[src/inc/rtc_regs.svh]
// Register indexes, field positions, reset values and timing counts of the RTC access block.
// Assumes a 32-bit APB bus where byte address = 4 * register index.
`ifndef RTC_REGS_SVH
`define RTC_REGS_SVH

// Register indexes (byte address is four times the index)
`define RTC_IDX_FLAGS      15'h7ff0
`define RTC_IDX_TIME_FIRST 15'h7ff9
`define RTC_IDX_TIME_LAST  15'h7fff
`define RTC_IDX_INT_STAT   15'h7fe0
`define RTC_IDX_INT_MASK   15'h7fe1

// Flags and control field positions
`define RTC_BIT_READ_CAP   0
`define RTC_BIT_WRITE_HOLD 1
`define RTC_BIT_CAL        2
`define RTC_BIT_TEST       3
`define RTC_FLAGS_RESET    8'h00

// Interrupt event positions
`define RTC_EV_CAPTURE     0
`define RTC_EV_COMMIT      1
`define RTC_EV_SECOND      2
`define RTC_EV_WIDTH       3

// Time bytes, year down to seconds, BCD
`define RTC_TIME_RESET     56'h00_01_01_01_00_00_00
`define RTC_TIME_TOP       56'h99_12_31_07_23_59_59
`define RTC_TIME_LOW       56'h00_01_01_01_00_00_00
`define RTC_TIME_BYTES     7
`define RTC_DAY_SLOT       3

// Timing
`define RTC_CLK_NS         40
`define RTC_SECOND_NS      1000000000

`endif

[src/inc/rtc_pkg.sv]
// Types shared by the RTC access block.
// Assumes rtc_regs.svh supplies the numeric constants.
`default_nettype none

package rtc_pkg;
    typedef enum logic [1:0] {
        APB_IDLE   = 2'b00,
        APB_FETCH  = 2'b01,
        APB_ANSWER = 2'b10
    } apb_state_t;
endpackage

`default_nettype wire

[src/inc/rtc_bank_if.sv]
// Carrier between the access controller and the time register bank.
// Assumes a single clock shared by both ends.
`default_nettype none

interface rtc_bank_if;
    logic        wr_one;
    logic [2:0]  wr_addr;
    logic [7:0]  wr_data;
    logic        wr_all;
    logic [55:0] all_data;
    logic [2:0]  rd_addr;
    logic [7:0]  rd_data;
    logic [55:0] bank;

    modport ctl (
        output wr_one, wr_addr, wr_data, wr_all, all_data, rd_addr,
        input  rd_data, bank
    );
    modport mem (
        input  wr_one, wr_addr, wr_data, wr_all, all_data, rd_addr,
        output rd_data, bank
    );
endinterface

`default_nettype wire

[src/rtl/rtc_core.sv]
// Timekeeping core: one-second divider and BCD time/calendar counters.
// Assumes load and run come from logic on the same clock.
`include "rtc_regs.svh"
`default_nettype none

module rtc_core #(
    parameter int unsigned SEC_CYCLES = 25000000
) (
    input  wire logic        clk,
    input  wire logic        rst_n,
    input  wire logic        run,
    input  wire logic        load,
    input  wire logic [55:0] load_val,
    output logic      [55:0] time_q,
    output logic             updating,
    output logic             tick
);
    localparam int unsigned DW = $clog2(SEC_CYCLES + 1);
    localparam logic [55:0] TOP = `RTC_TIME_TOP;
    localparam logic [55:0] LOW = `RTC_TIME_LOW;

    logic [DW-1:0] div_reg;
    logic [55:0]   time_next;
    logic [8:0]    step_r;
    logic          carry;

    // BCD comparison works as binary since digit order is monotonic
    function automatic logic [8:0] bcd_step(input logic [7:0] v,
                                            input logic [7:0] top,
                                            input logic [7:0] low);
        if (v >= top) begin
            return {1'b1, low};
        end else if (v[3:0] >= 4'h9) begin
            return {1'b0, v[7:4] + 4'h1, 4'h0};
        end else begin
            return {1'b0, v[7:4], v[3:0] + 4'h1};
        end
    endfunction

    assign updating = run && (div_reg == DW'(SEC_CYCLES - 1));

    // Day of week wraps on its own; the date chain takes the hours carry
    always_comb begin
        time_next = time_q;
        step_r    = 9'h000;
        carry     = 1'b1;
        for (int i = 0; i < `RTC_TIME_BYTES; i++) begin
            if (carry) begin
                step_r = bcd_step(time_q[i*8 +: 8], TOP[i*8 +: 8], LOW[i*8 +: 8]);
                time_next[i*8 +: 8] = step_r[7:0];
                if (i != `RTC_DAY_SLOT) begin
                    carry = step_r[8];
                end
            end
        end
    end

    always_ff @(posedge clk or negedge rst_n) begin
        if (!rst_n) begin
            div_reg <= '0;
            time_q  <= `RTC_TIME_RESET;
            tick    <= 1'b0;
        end else begin
            tick <= 1'b0;
            if (load) begin
                time_q  <= load_val;
                div_reg <= '0;
            end else if (updating) begin
                time_q  <= time_next;
                div_reg <= '0;
                tick    <= 1'b1;
            end else if (run) begin
                div_reg <= div_reg + DW'(1);
            end
        end
    end
endmodule

`default_nettype wire

[src/rtl/rtc_time_access_control.sv]
// APB-facing flags/control register, time capture and commit handshake of the RTC.
// Assumes an APB master on pclk; instantiates the time bank and timekeeping core.
//
// The APB slave port was left to the implementer.
`include "rtc_regs.svh"
`default_nettype none

module rtc_time_access_control #(
    parameter int unsigned SEC_CYCLES = `RTC_SECOND_NS / `RTC_CLK_NS
) (
    input  wire logic        pclk,
    input  wire logic        presetn,
    input  wire logic        psel,
    input  wire logic        penable,
    input  wire logic        pwrite,
    input  wire logic [16:0] paddr,
    input  wire logic [31:0] pwdata,
    output logic      [31:0] prdata,
    output logic             pready,
    output logic             pslverr,
    output logic             irq,
    output logic             cal_mode,
    output logic             factory_test_bit
);
    rtc_bank_if bank_if ();

    localparam logic [7:0] FLAGS_RST = `RTC_FLAGS_RESET;

    rtc_pkg::apb_state_t state_reg;
    logic [14:0]              idx;
    logic                     mapped;
    logic                     time_sel;
    logic [31:0]              rd_mux;
    logic                     wr_fire;
    logic                     rd_fire;
    logic                     flags_wr;
    logic                     read_cap_reg;
    logic                     write_hold_reg;
    logic                     cap_pend_reg;
    logic                     cap_go;
    logic                     follow;
    logic                     commit;
    logic [55:0]              core_time;
    logic                     core_updating;
    logic                     core_tick;
    logic [`RTC_EV_WIDTH-1:0] events;
    logic [`RTC_EV_WIDTH-1:0] int_stat_reg;
    logic [`RTC_EV_WIDTH-1:0] int_stat_next;
    logic [`RTC_EV_WIDTH-1:0] int_mask_reg;

    function automatic logic is_time(input logic [14:0] i);
        return (i >= `RTC_IDX_TIME_FIRST) && (i <= `RTC_IDX_TIME_LAST);
    endfunction

    function automatic logic [2:0] time_slot(input logic [14:0] i);
        logic [14:0] d;
        d = i - `RTC_IDX_TIME_FIRST;
        return d[2:0];
    endfunction

    // Address decode
    assign idx      = paddr[16:2];
    assign time_sel = (paddr[1:0] == 2'b00) && is_time(idx);
    assign mapped   = (paddr[1:0] == 2'b00) &&
                      (idx == `RTC_IDX_FLAGS || is_time(idx) ||
                       idx == `RTC_IDX_INT_STAT || idx == `RTC_IDX_INT_MASK);

    // A transfer completes in the cycle that pready stands high
    assign wr_fire  = (state_reg == rtc_pkg::APB_ANSWER) && pwrite && mapped;
    assign rd_fire  = (state_reg == rtc_pkg::APB_ANSWER) && !pwrite && mapped;
    assign flags_wr = wr_fire && (idx == `RTC_IDX_FLAGS);

    // Falling write-hold commits the bank into the counters
    assign commit = flags_wr && write_hold_reg && !pwdata[`RTC_BIT_WRITE_HOLD];

    // Snapshot waits out a counter step landing in this cycle
    assign cap_go = cap_pend_reg && !core_updating;
    // Bank tracks the counters only while neither captured nor held
    assign follow = core_tick && !read_cap_reg && !write_hold_reg;

    assign bank_if.wr_all   = cap_go || follow;
    assign bank_if.all_data = core_time;
    // Host time writes only land while held, so only a capture request (cap_go) can overwrite them
    assign bank_if.wr_one   = wr_fire && time_sel && write_hold_reg;
    assign bank_if.wr_addr  = time_slot(idx);
    assign bank_if.wr_data  = pwdata[7:0];
    assign bank_if.rd_addr  = time_slot(idx);

    rtc_time_bank u_bank (
        .clk   (pclk),
        .rst_n (presetn),
        .port  (bank_if.mem)
    );

    rtc_core #(
        .SEC_CYCLES (SEC_CYCLES)
    ) u_core (
        .clk      (pclk),
        .rst_n    (presetn),
        .run      (!write_hold_reg),
        .load     (commit),
        .load_val (bank_if.bank),
        .time_q   (core_time),
        .updating (core_updating),
        .tick     (core_tick)
    );

    // Read data; unused flag bits read as zero
    always_comb begin
        rd_mux = 32'h0000_0000;
        if (idx == `RTC_IDX_FLAGS) begin
            rd_mux[`RTC_BIT_READ_CAP]   = read_cap_reg;
            rd_mux[`RTC_BIT_WRITE_HOLD] = write_hold_reg;
            rd_mux[`RTC_BIT_CAL]        = cal_mode;
            rd_mux[`RTC_BIT_TEST]       = factory_test_bit;
        end else if (time_sel) begin
            rd_mux[7:0] = bank_if.rd_data;
        end else if (idx == `RTC_IDX_INT_STAT) begin
            rd_mux[`RTC_EV_WIDTH-1:0] = int_stat_reg;
        end else if (idx == `RTC_IDX_INT_MASK) begin
            rd_mux[`RTC_EV_WIDTH-1:0] = int_mask_reg;
        end
    end

    // APB handshake: one fetch cycle lets the bank's registered read settle
    always_ff @(posedge pclk or negedge presetn) begin
        if (!presetn) begin
            state_reg <= rtc_pkg::APB_IDLE;
            pready    <= 1'b0;
            pslverr   <= 1'b0;
            prdata    <= 32'h0000_0000;
        end else begin
            case (state_reg)
                rtc_pkg::APB_IDLE: begin
                    if (psel && penable) begin
                        state_reg <= rtc_pkg::APB_FETCH;
                    end
                end
                rtc_pkg::APB_FETCH: begin
                    state_reg <= rtc_pkg::APB_ANSWER;
                    pready    <= 1'b1;
                    pslverr   <= !mapped;
                    prdata    <= (pwrite || !mapped) ? 32'h0000_0000 : rd_mux;
                end
                rtc_pkg::APB_ANSWER: begin
                    state_reg <= rtc_pkg::APB_IDLE;
                    pready    <= 1'b0;
                    pslverr   <= 1'b0;
                end
                default: begin
                    state_reg <= rtc_pkg::APB_IDLE;
                    pready    <= 1'b0;
                    pslverr   <= 1'b0;
                end
            endcase
        end
    end

    // Flags and control bits
    always_ff @(posedge pclk or negedge presetn) begin
        if (!presetn) begin
            read_cap_reg     <= FLAGS_RST[`RTC_BIT_READ_CAP];
            write_hold_reg   <= FLAGS_RST[`RTC_BIT_WRITE_HOLD];
            cal_mode         <= FLAGS_RST[`RTC_BIT_CAL];
            factory_test_bit <= FLAGS_RST[`RTC_BIT_TEST];
        end else if (flags_wr) begin
            read_cap_reg     <= pwdata[`RTC_BIT_READ_CAP];
            write_hold_reg   <= pwdata[`RTC_BIT_WRITE_HOLD];
            cal_mode         <= pwdata[`RTC_BIT_CAL];
            // Stored as written; software is expected to leave it at 0
            factory_test_bit <= pwdata[`RTC_BIT_TEST];
        end
    end

    // Capture request armed only by a rising read-capture bit; set beats clear
    always_ff @(posedge pclk or negedge presetn) begin
        if (!presetn) begin
            cap_pend_reg <= 1'b0;
        end else if (flags_wr && pwdata[`RTC_BIT_READ_CAP] && !read_cap_reg) begin
            cap_pend_reg <= 1'b1;
        end else if (cap_go) begin
            cap_pend_reg <= 1'b0;
        end
    end

    // Sticky events; a status read clears only the bits it returned
    always_comb begin
        events = '0;
        events[`RTC_EV_CAPTURE] = cap_go;
        events[`RTC_EV_COMMIT]  = commit;
        events[`RTC_EV_SECOND]  = core_tick;
        int_stat_next = int_stat_reg;
        if (rd_fire && idx == `RTC_IDX_INT_STAT) begin
            int_stat_next = int_stat_reg & ~prdata[`RTC_EV_WIDTH-1:0];
        end
        int_stat_next = int_stat_next | events;
    end

    always_ff @(posedge pclk or negedge presetn) begin
        if (!presetn) begin
            int_stat_reg <= '0;
        end else begin
            int_stat_reg <= int_stat_next;
        end
    end

    always_ff @(posedge pclk or negedge presetn) begin
        if (!presetn) begin
            int_mask_reg <= '0;
        end else if (wr_fire && idx == `RTC_IDX_INT_MASK) begin
            int_mask_reg <= pwdata[`RTC_EV_WIDTH-1:0];
        end
    end

    // Calibration mode silences the interrupt; events still latch
    always_ff @(posedge pclk or negedge presetn) begin
        if (!presetn) begin
            irq <= 1'b0;
        end else begin
            irq <= |(int_stat_reg & int_mask_reg) && !cal_mode;
        end
    end
endmodule

`default_nettype wire

[src/rtl/rtc_time_bank.sv]
// Seven-byte user time register bank with registered read data.
// Assumes writes come from the access controller on the same clock.
`include "rtc_regs.svh"
`default_nettype none

module rtc_time_bank (
    input  wire logic   clk,
    input  wire logic   rst_n,
    rtc_bank_if.mem     port
);
    logic [7:0] mem_q [`RTC_TIME_BYTES];

    // Whole-bank load beats a single byte write in the same cycle
    always_ff @(posedge clk or negedge rst_n) begin
        if (!rst_n) begin
            for (int i = 0; i < `RTC_TIME_BYTES; i++) begin
                mem_q[i] <= 8'h00;
            end
        end else if (port.wr_all) begin
            for (int i = 0; i < `RTC_TIME_BYTES; i++) begin
                mem_q[i] <= port.all_data[i*8 +: 8];
            end
        end else if (port.wr_one && port.wr_addr < 3'(`RTC_TIME_BYTES)) begin
            mem_q[port.wr_addr] <= port.wr_data;
        end
    end

    always_ff @(posedge clk or negedge rst_n) begin
        if (!rst_n) begin
            port.rd_data <= 8'h00;
        end else if (port.rd_addr < 3'(`RTC_TIME_BYTES)) begin
            port.rd_data <= mem_q[port.rd_addr];
        end else begin
            port.rd_data <= 8'h00;
        end
    end

    always_comb begin
        for (int i = 0; i < `RTC_TIME_BYTES; i++) begin
            port.bank[i*8 +: 8] = mem_q[i];
        end
    end
endmodule

`default_nettype wire

[config.mk]
export PLATFORM = sky130hd
export DESIGN_NAME = rtc_time_access_control
export DESIGN_NICKNAME = d
export VERILOG_FILES = /design/src/inc/rtc_pkg.sv /design/src/inc/rtc_bank_if.sv /design/src/rtl/rtc_core.sv /design/src/rtl/rtc_time_access_control.sv /design/src/rtl/rtc_time_bank.sv
export VERILOG_INCLUDE_DIRS = /design/src /design/src/inc
export SDC_FILE = /design/constraint.sdc
export NUM_CORES = 1
export LEC_CHECK = 0
export ABC_CLOCK_PERIOD_IN_PS = 4320
export CORE_UTILIZATION = 25
export DETAILED_ROUTE_END_ITERATION = 6
export DONT_BUFFER_PORTS = 1
export MAX_ROUTING_LAYER = met4
export REMOVE_ABC_BUFFERS = 1
export SLEW_MARGIN = 30
export SYNTH_ARGS = -nofsm -noshare
export SYNTH_HDL_FRONTEND = slang
export SYNTH_SLANG_ARGS = --single-unit
[constraint.sdc]
create_clock -name pclk -period 4.32 [get_ports pclk]
set_input_delay 0.216 -clock pclk [delete_from_list [all_inputs] [get_ports pclk]]
set_output_delay 0.216 -clock pclk [all_outputs]
set_load 0.1 [all_outputs]
# Word-level counts from Yosys, hierarchy flattened
# Cells that the tools add are included.
# op_classes
muxes	54
addsub	16
n_eq_ne	8
n_reduce_logical	66
magnitude_cmp	19
n_bitwise	5
# op_table
op	count
56-bit 2-to-1 mux	4
8-bit 2-to-1 mux	20
25-bit 2-to-1 mux	3
4-bit by 1-bit adder with 4-bit output, second input constant	14
56-bit bitwise mux	1
15-bit == test, second input constant	3
9-bit 2-to-1 mux	5
4-bit greater-or-equal comparator, second input constant	8
25-bit by 1-bit adder with 25-bit output, second input constant	1
25-bit == test, second input constant	1
8-bit binary-select mux with 3-bit select	1
8-bit demux with 3-bit select	1
1-bit logical AND	24
3-bit nonzero test	7
3-bit AND reduction	6
8-bit by 6-bit greater-or-equal comparator with 1-bit output, second input constant	2
8-bit by 7-bit greater-or-equal comparator with 1-bit output, second input constant	2
2-bit nonzero test	8
15-bit greater-or-equal comparator, second input constant	1
15-bit <= comparator, second input constant	1
3-bit 2-to-1 mux	4
2-bit AND reduction	6
8-bit by 3-bit greater-or-equal comparator with 1-bit output, second input constant	1
8-bit by 5-bit greater-or-equal comparator with 1-bit output, second input constant	1
22 further kinds	43
# totals
register_bits	194

# Depth between registers and ports, before layout
# depth
word_depth	12
depth_mapped	10
mapped_depth_nobuf	8

# Modules after synthesis
# From an unflattened synthesis, not the netlist that was laid out.
# hier_totals
cells_unflattened	1055
hier_area_um2	9990.8
# modules_own_cells
module	seq_area_each_um2	cells_per_inst	area_per_inst_um2	instances
rtc_core	2055.7	574	5068.6	1
rtc_time_bank	1601.5	324	3370.7	1
rtc_time_access_control	600.6	157	1551.5	1

# Worst setup path after synthesis
# OpenSTA, ideal clock, no wires.
# synth_path
path_kind	input port to flip-flop
start	in paddr[2]
end	reg u_bank.mem_q (netlist bit u_bank.port.bank[24])
t_arrival_ps	2189
cell_stages	8
slack_ps	2000
required_ps	4189
setup_ps	131
path_cell_list	buf_4 inv_1 ha_1 xor2_1 or3_1 nor4_4 mux2i_1 o21ai_1
# synth_between
elab_chain_len	11
elab_cells_between_ends	27
# synth_rtl
item	line_no	source
start, declared	rtc_time_access_control.sv:16	input wire logic [16:0] paddr,
parallel branches: the longest is 11 deep, another holds 4-bit greater-or-equal comparator	n/a	
end signal, assigned by index	rtc_time_bank.sv:21	mem_q[i] <= port.all_data[i*8 +: 8];
end signal, assigned by index	rtc_time_bank.sv:24	mem_q[port.wr_addr] <= port.wr_data;
end, declared	rtc_time_bank.sv:11	logic [7:0] mem_q [`RTC_TIME_BYTES];
# Parallel ways; which one is timed is not known. The select of a mux whose other input is x is not followed.
# A chain may end at the register's enable or synchronous reset.

# Worst setup path in the final report
# layout_path
start	reg u_core.time_q[0]
end	reg u_core.time_q[42]
# layout_between
elab_chain_len	7
# layout_rtl
item	line_no	source
start, declared	rtc_core.sv:14	output logic [55:0] time_q,
start signal, assigned	rtc_core.sv:61	time_q <= `RTC_TIME_RESET;
start signal, assigned	rtc_core.sv:66	time_q <= load_val;
start signal, assigned	rtc_core.sv:69	time_q <= time_next;
8-bit by 7-bit greater-or-equal comparator with 1-bit output	rtc_core.sv:31	if (v >= top) begin
9-bit 2-to-1 mux	rtc_core.sv:31	
1-bit 2-to-1 mux (3 in series)	rtc_core.sv:48	if (carry) begin
2-bit nonzero test (no line)	n/a	
2-bit AND reduction (no line)	n/a	
# Every way passes these cells.

==> flow_summary.yaml <==
timing:
  hold_viol: 0
  period_share_pct: 69.3
  setup_viol: 0
  clock_skew_ns: 0.00979
  hold_slack_ns: 0.00277
  slew_violations: 0
  rsz0062_at_grt: "no"
  fin_setup_tns_ns: 0
  finalCriticalPeriod_ns: 2.99
  worst_pin_slew_ns: 1.00
  relSlewSlack_pct: 33.4
  fmaxAchievable_ghz: 0.334
floorplanning:
  start_util_pct: 25.4
  core_area_um2: 38800
  num_rows: 72
  die_h_um: 201
  die_w_um: 201
  die_area_um2: 40300
  io_pins: 91
worst_setup_path:
  endpoint_kind: "flip-flop"
  rr_worst_depth: 9
  max_stage_delay_ns: 0.67
  crit_path_start_kind: "flip-flop"
  crit_slowest_cell: "and3_1"
  worstSetupPathType: "reg -> reg"
  cp_data_required_time_ns: 4.69
  critPathCapture: "u_core.time_q[42]$_DFFE_PN0P_"
  worst_ep_arrival_time_ns: 3.37
  path_cells: "inv_1 > ha_1 > nor3b_1 > o21ai_0 > buf_4 > and3_1 > nand3_2 > or4_1 > nand3_1"
  timing.rr.end: "u_core.time_q[42]$_DFFE_PN0P_"
  setup.worst_path.start: "u_core.time_q[0]$_DFFE_PN0P_"
  rrSetupSlack_ns: 1.33
  path_max_fanout: 15
  r2r-start: "u_core.time_q[0]$_DFFE_PN0P_"
yosys:
  synth.ff_latch_count: 170
  yosysWarningCount: 0
  synth_area_per_cell_um2: 9.07
  ys_async_sr_fraction_pct: 100
  syn_area_um2: 9870
  yosysTopAreaCell: "dfrtp_1"
  synth_flop_cell: "dfrtp_1"
  synth-edff-count: 0
  synth_area_leaders: "dfrtp_1, mux2i_1, o21ai_0"
  ys_types: 77
  yosysSeqAreaShare_pct: 43.1
  synthCells: 1088
  synth_top_area_share_pct: 42.3
route:
  firstDrtPassIters: 5
  drt_iter0_drc: 762
  drc_errors: 0
  via_count: 8255
  drt_wl_total_um: 28100
  vias_per_cell: 5.13
  ant_nets: 0
  wl_per_cell_um: 17.4
clock_tree:
  numCtsBuffers: 17
  clockBufferDepth: 2
  clock-sinks: 170
  htreeDepth: 4
  clock-root-buffer: "clkbuf_16"
  cts_setup_buffers: 0
  worstSkewPairLatency_ns: 0.44
  cts_tree: "done"
  clk_pin_slew_ns: 0.07
grt:
  grt_pass1_vias: 7737
  grt_antenna_before_repair: 0
  grt_pass1_wl_um: 44500
  grt_start_max_net_pins: 171
  track_usage_pct: 14.5
  overflow: 0
status:
  status: "complete, no violations"
power_and_ir_drop:
  ir_drop_uv: 287
  power_density_nw_per_um2: 317
  power.leakage_nw: 4.60
placement:
  gp_congestion: 0.870
  dp_hpwl_um: 18000
  dp_cells: 1560
  io_buffers: 0
cells_and_area:
  syn2layout_area_growth_pct: 12.7
  final_core_util_pct: 28.7
  final_cells: 1610
  drive_gt1_share_pct: 7.05
  layout.nets: 1174
  n_antenna_cell: 0
run:
  drv_cap: 0
min_path:
  min_from: "pwdata[5]"
  hold_path_class: "in -> reg"
-- cell usage in the layout (no fill, tap or decap), types with 6 or more instances in the layout --
cell | netlist | layout
nor2_1 | 65 | 65
and2_1 | 9 | 9
and3_1 | 13 | 13
a31oi_1 | 22 | 22
mux2_2 | 12 | 12
dlygate4sd3_1 | 0 | 17
o31ai_1 | 16 | 16
inv_1 | 34 | 34
o21ai_0 | 122 | 122
nand3_1 | 49 | 49
buf_4 | 27 | 8
a41oi_1 | 6 | 6
and4_1 | 6 | 6
o21ai_1 | 8 | 8
ha_1 | 41 | 41
dfrtp_1 | 167 | 167
nand2_1 | 159 | 159
nand2b_1 | 7 | 7
nand4_1 | 18 | 18
or3_1 | 7 | 6
nor3_1 | 20 | 19
o211ai_1 | 9 | 9
mux2i_1 | 69 | 69
clkbuf_16 | 0 | 17
a22o_1 | 7 | 7
o21a_1 | 6 | 6
conb_1 | 1 | 24
a21oi_1 | 27 | 27
nand4b_1 | 6 | 6
-- synthesized netlist by cell type, drive strengths merged, types with 4 or more instances --
| cell | n |
|---|---|
| a311oi | 4 |
| or4 | 5 |
| nand2b | 8 |
| o21a | 6 |
| nor3 | 21 |
| a41oi | 6 |
| mux2 | 12 |
| nand3b | 4 |
| dfrtp | 167 |
| clkbuf | 38 |
| and3 | 13 |
| nand4b | 6 |
| or3 | 7 |
| nand4 | 18 |
| ha | 41 |
| a31oi | 22 |
| nand2 | 160 |
| inv | 35 |
| o31ai | 16 |
| a21o | 5 |
| nor2 | 66 |
| nand3 | 50 |
| or3b | 4 |
| o211ai | 9 |
| nor2b | 6 |
| a21oi | 27 |
| nor3b | 4 |
| o21ai | 130 |
| and2 | 9 |
| a221oi | 5 |
| buf | 40 |
| o22ai | 6 |
| mux2i | 69 |
| a22o | 7 |
| nor4 | 7 |
| and4 | 6 |
-- power by group --
| group | total (W) | internal (W) | switching (W) |
|---|---|---|---|
| clock | 0.00159 | 0.000905 | 0.000688 |
| sequential | 0.00166 | 0.00161 | 0.0000483 |
| combinational | 0.000274 | 0.0000549 | 0.000219 |
| total | 0.00353 | 0.00257 | 0.000955 |
-- timing repair --
item,in CTS,in global routing
resized for setup,0,0
hold endpoints to repair,227,0
hold buffers,18,0
-- cell type report --
| class | instances | area (um2) |
|---|---|---|
| Inverter | 35 | 131 |
| Tap cell | 518 | 648 |
| Timing Repair Buffer | 27 | 278 |
| Multi-Input combinational cell | 828 | 5210 |
| Clock inverter | 12 | 138 |
| Clock buffer | 20 | 467 |
| Fill cell | 4096 | 27700 |
| Sequential cell | 170 | 4260 |
-- layer usage --
layer | track usage [%] | wire, um
met1 | 19.8 | 13100
met2 | 21.3 | 12600
met3 | 3.39 | 1860
met4 | 3.79 | 546
met5 | - | 0
-- kinds of logic after synthesis --
group,Yosys count,share of synthesized area (%)
xor+xnor,5,0.444
buf+inv,113,5.40
fa+ha+maj,42,5.30
mux,82,8.59
simple gates,403,20.2
flops,170,43.1
other cells,1,0.0380
compound gates,272,16.9
-- per-stage QoR --
| stage | cell area [um2] | power [W] | setup slack, ns |
|---|---|---|---|
| 5_1_grt | 11100 | 0.00363 | 1.09 |
| 4_1_cts | 11100 | 0.00355 | 1.31 |
| 2_1_floorplan | 9560 | 0.00186 | -1.00 |
| 6_report | 11100 | 0.00353 | 1.33 |
| 3_5_place_dp | 10300 | 0.00190 | 1.24 |
| 3_3_place_gp | 10300 | 0.00189 | 1.27 |
-- worst min path at each step --
stage,end,slack [ns],cells past startpoint
after floorplan,cal_mode$_DFFE_PN0N_,-0.08,0
after global placement,u_core.div_reg[4]$_DFFE_PN0P_,-0.08,0
after detailed placement,u_core.div_reg[11]$_DFFE_PN0P_,-0.07,0
after CTS,u_bank.port.bank[52]$_DFFE_PN0P_,0.001,2
after global routing,u_bank.port.bank[45]$_DFFE_PN0P_,0.02,2
final,u_bank.port.bank[53]$_DFFE_PN0P_,0.003,2
-- worst max-delay path: cells and delay by family (launching register included) --
kind,cells,cell delay (ns)
and+or+nand+nor,5,1.84
DFF,1,0.46
buffers and inverters,2,0.26
adders and majority gates,1,0.19
AOI/OAI and AO/OA,1,0.17
Power figures use the tool's default switching activity.
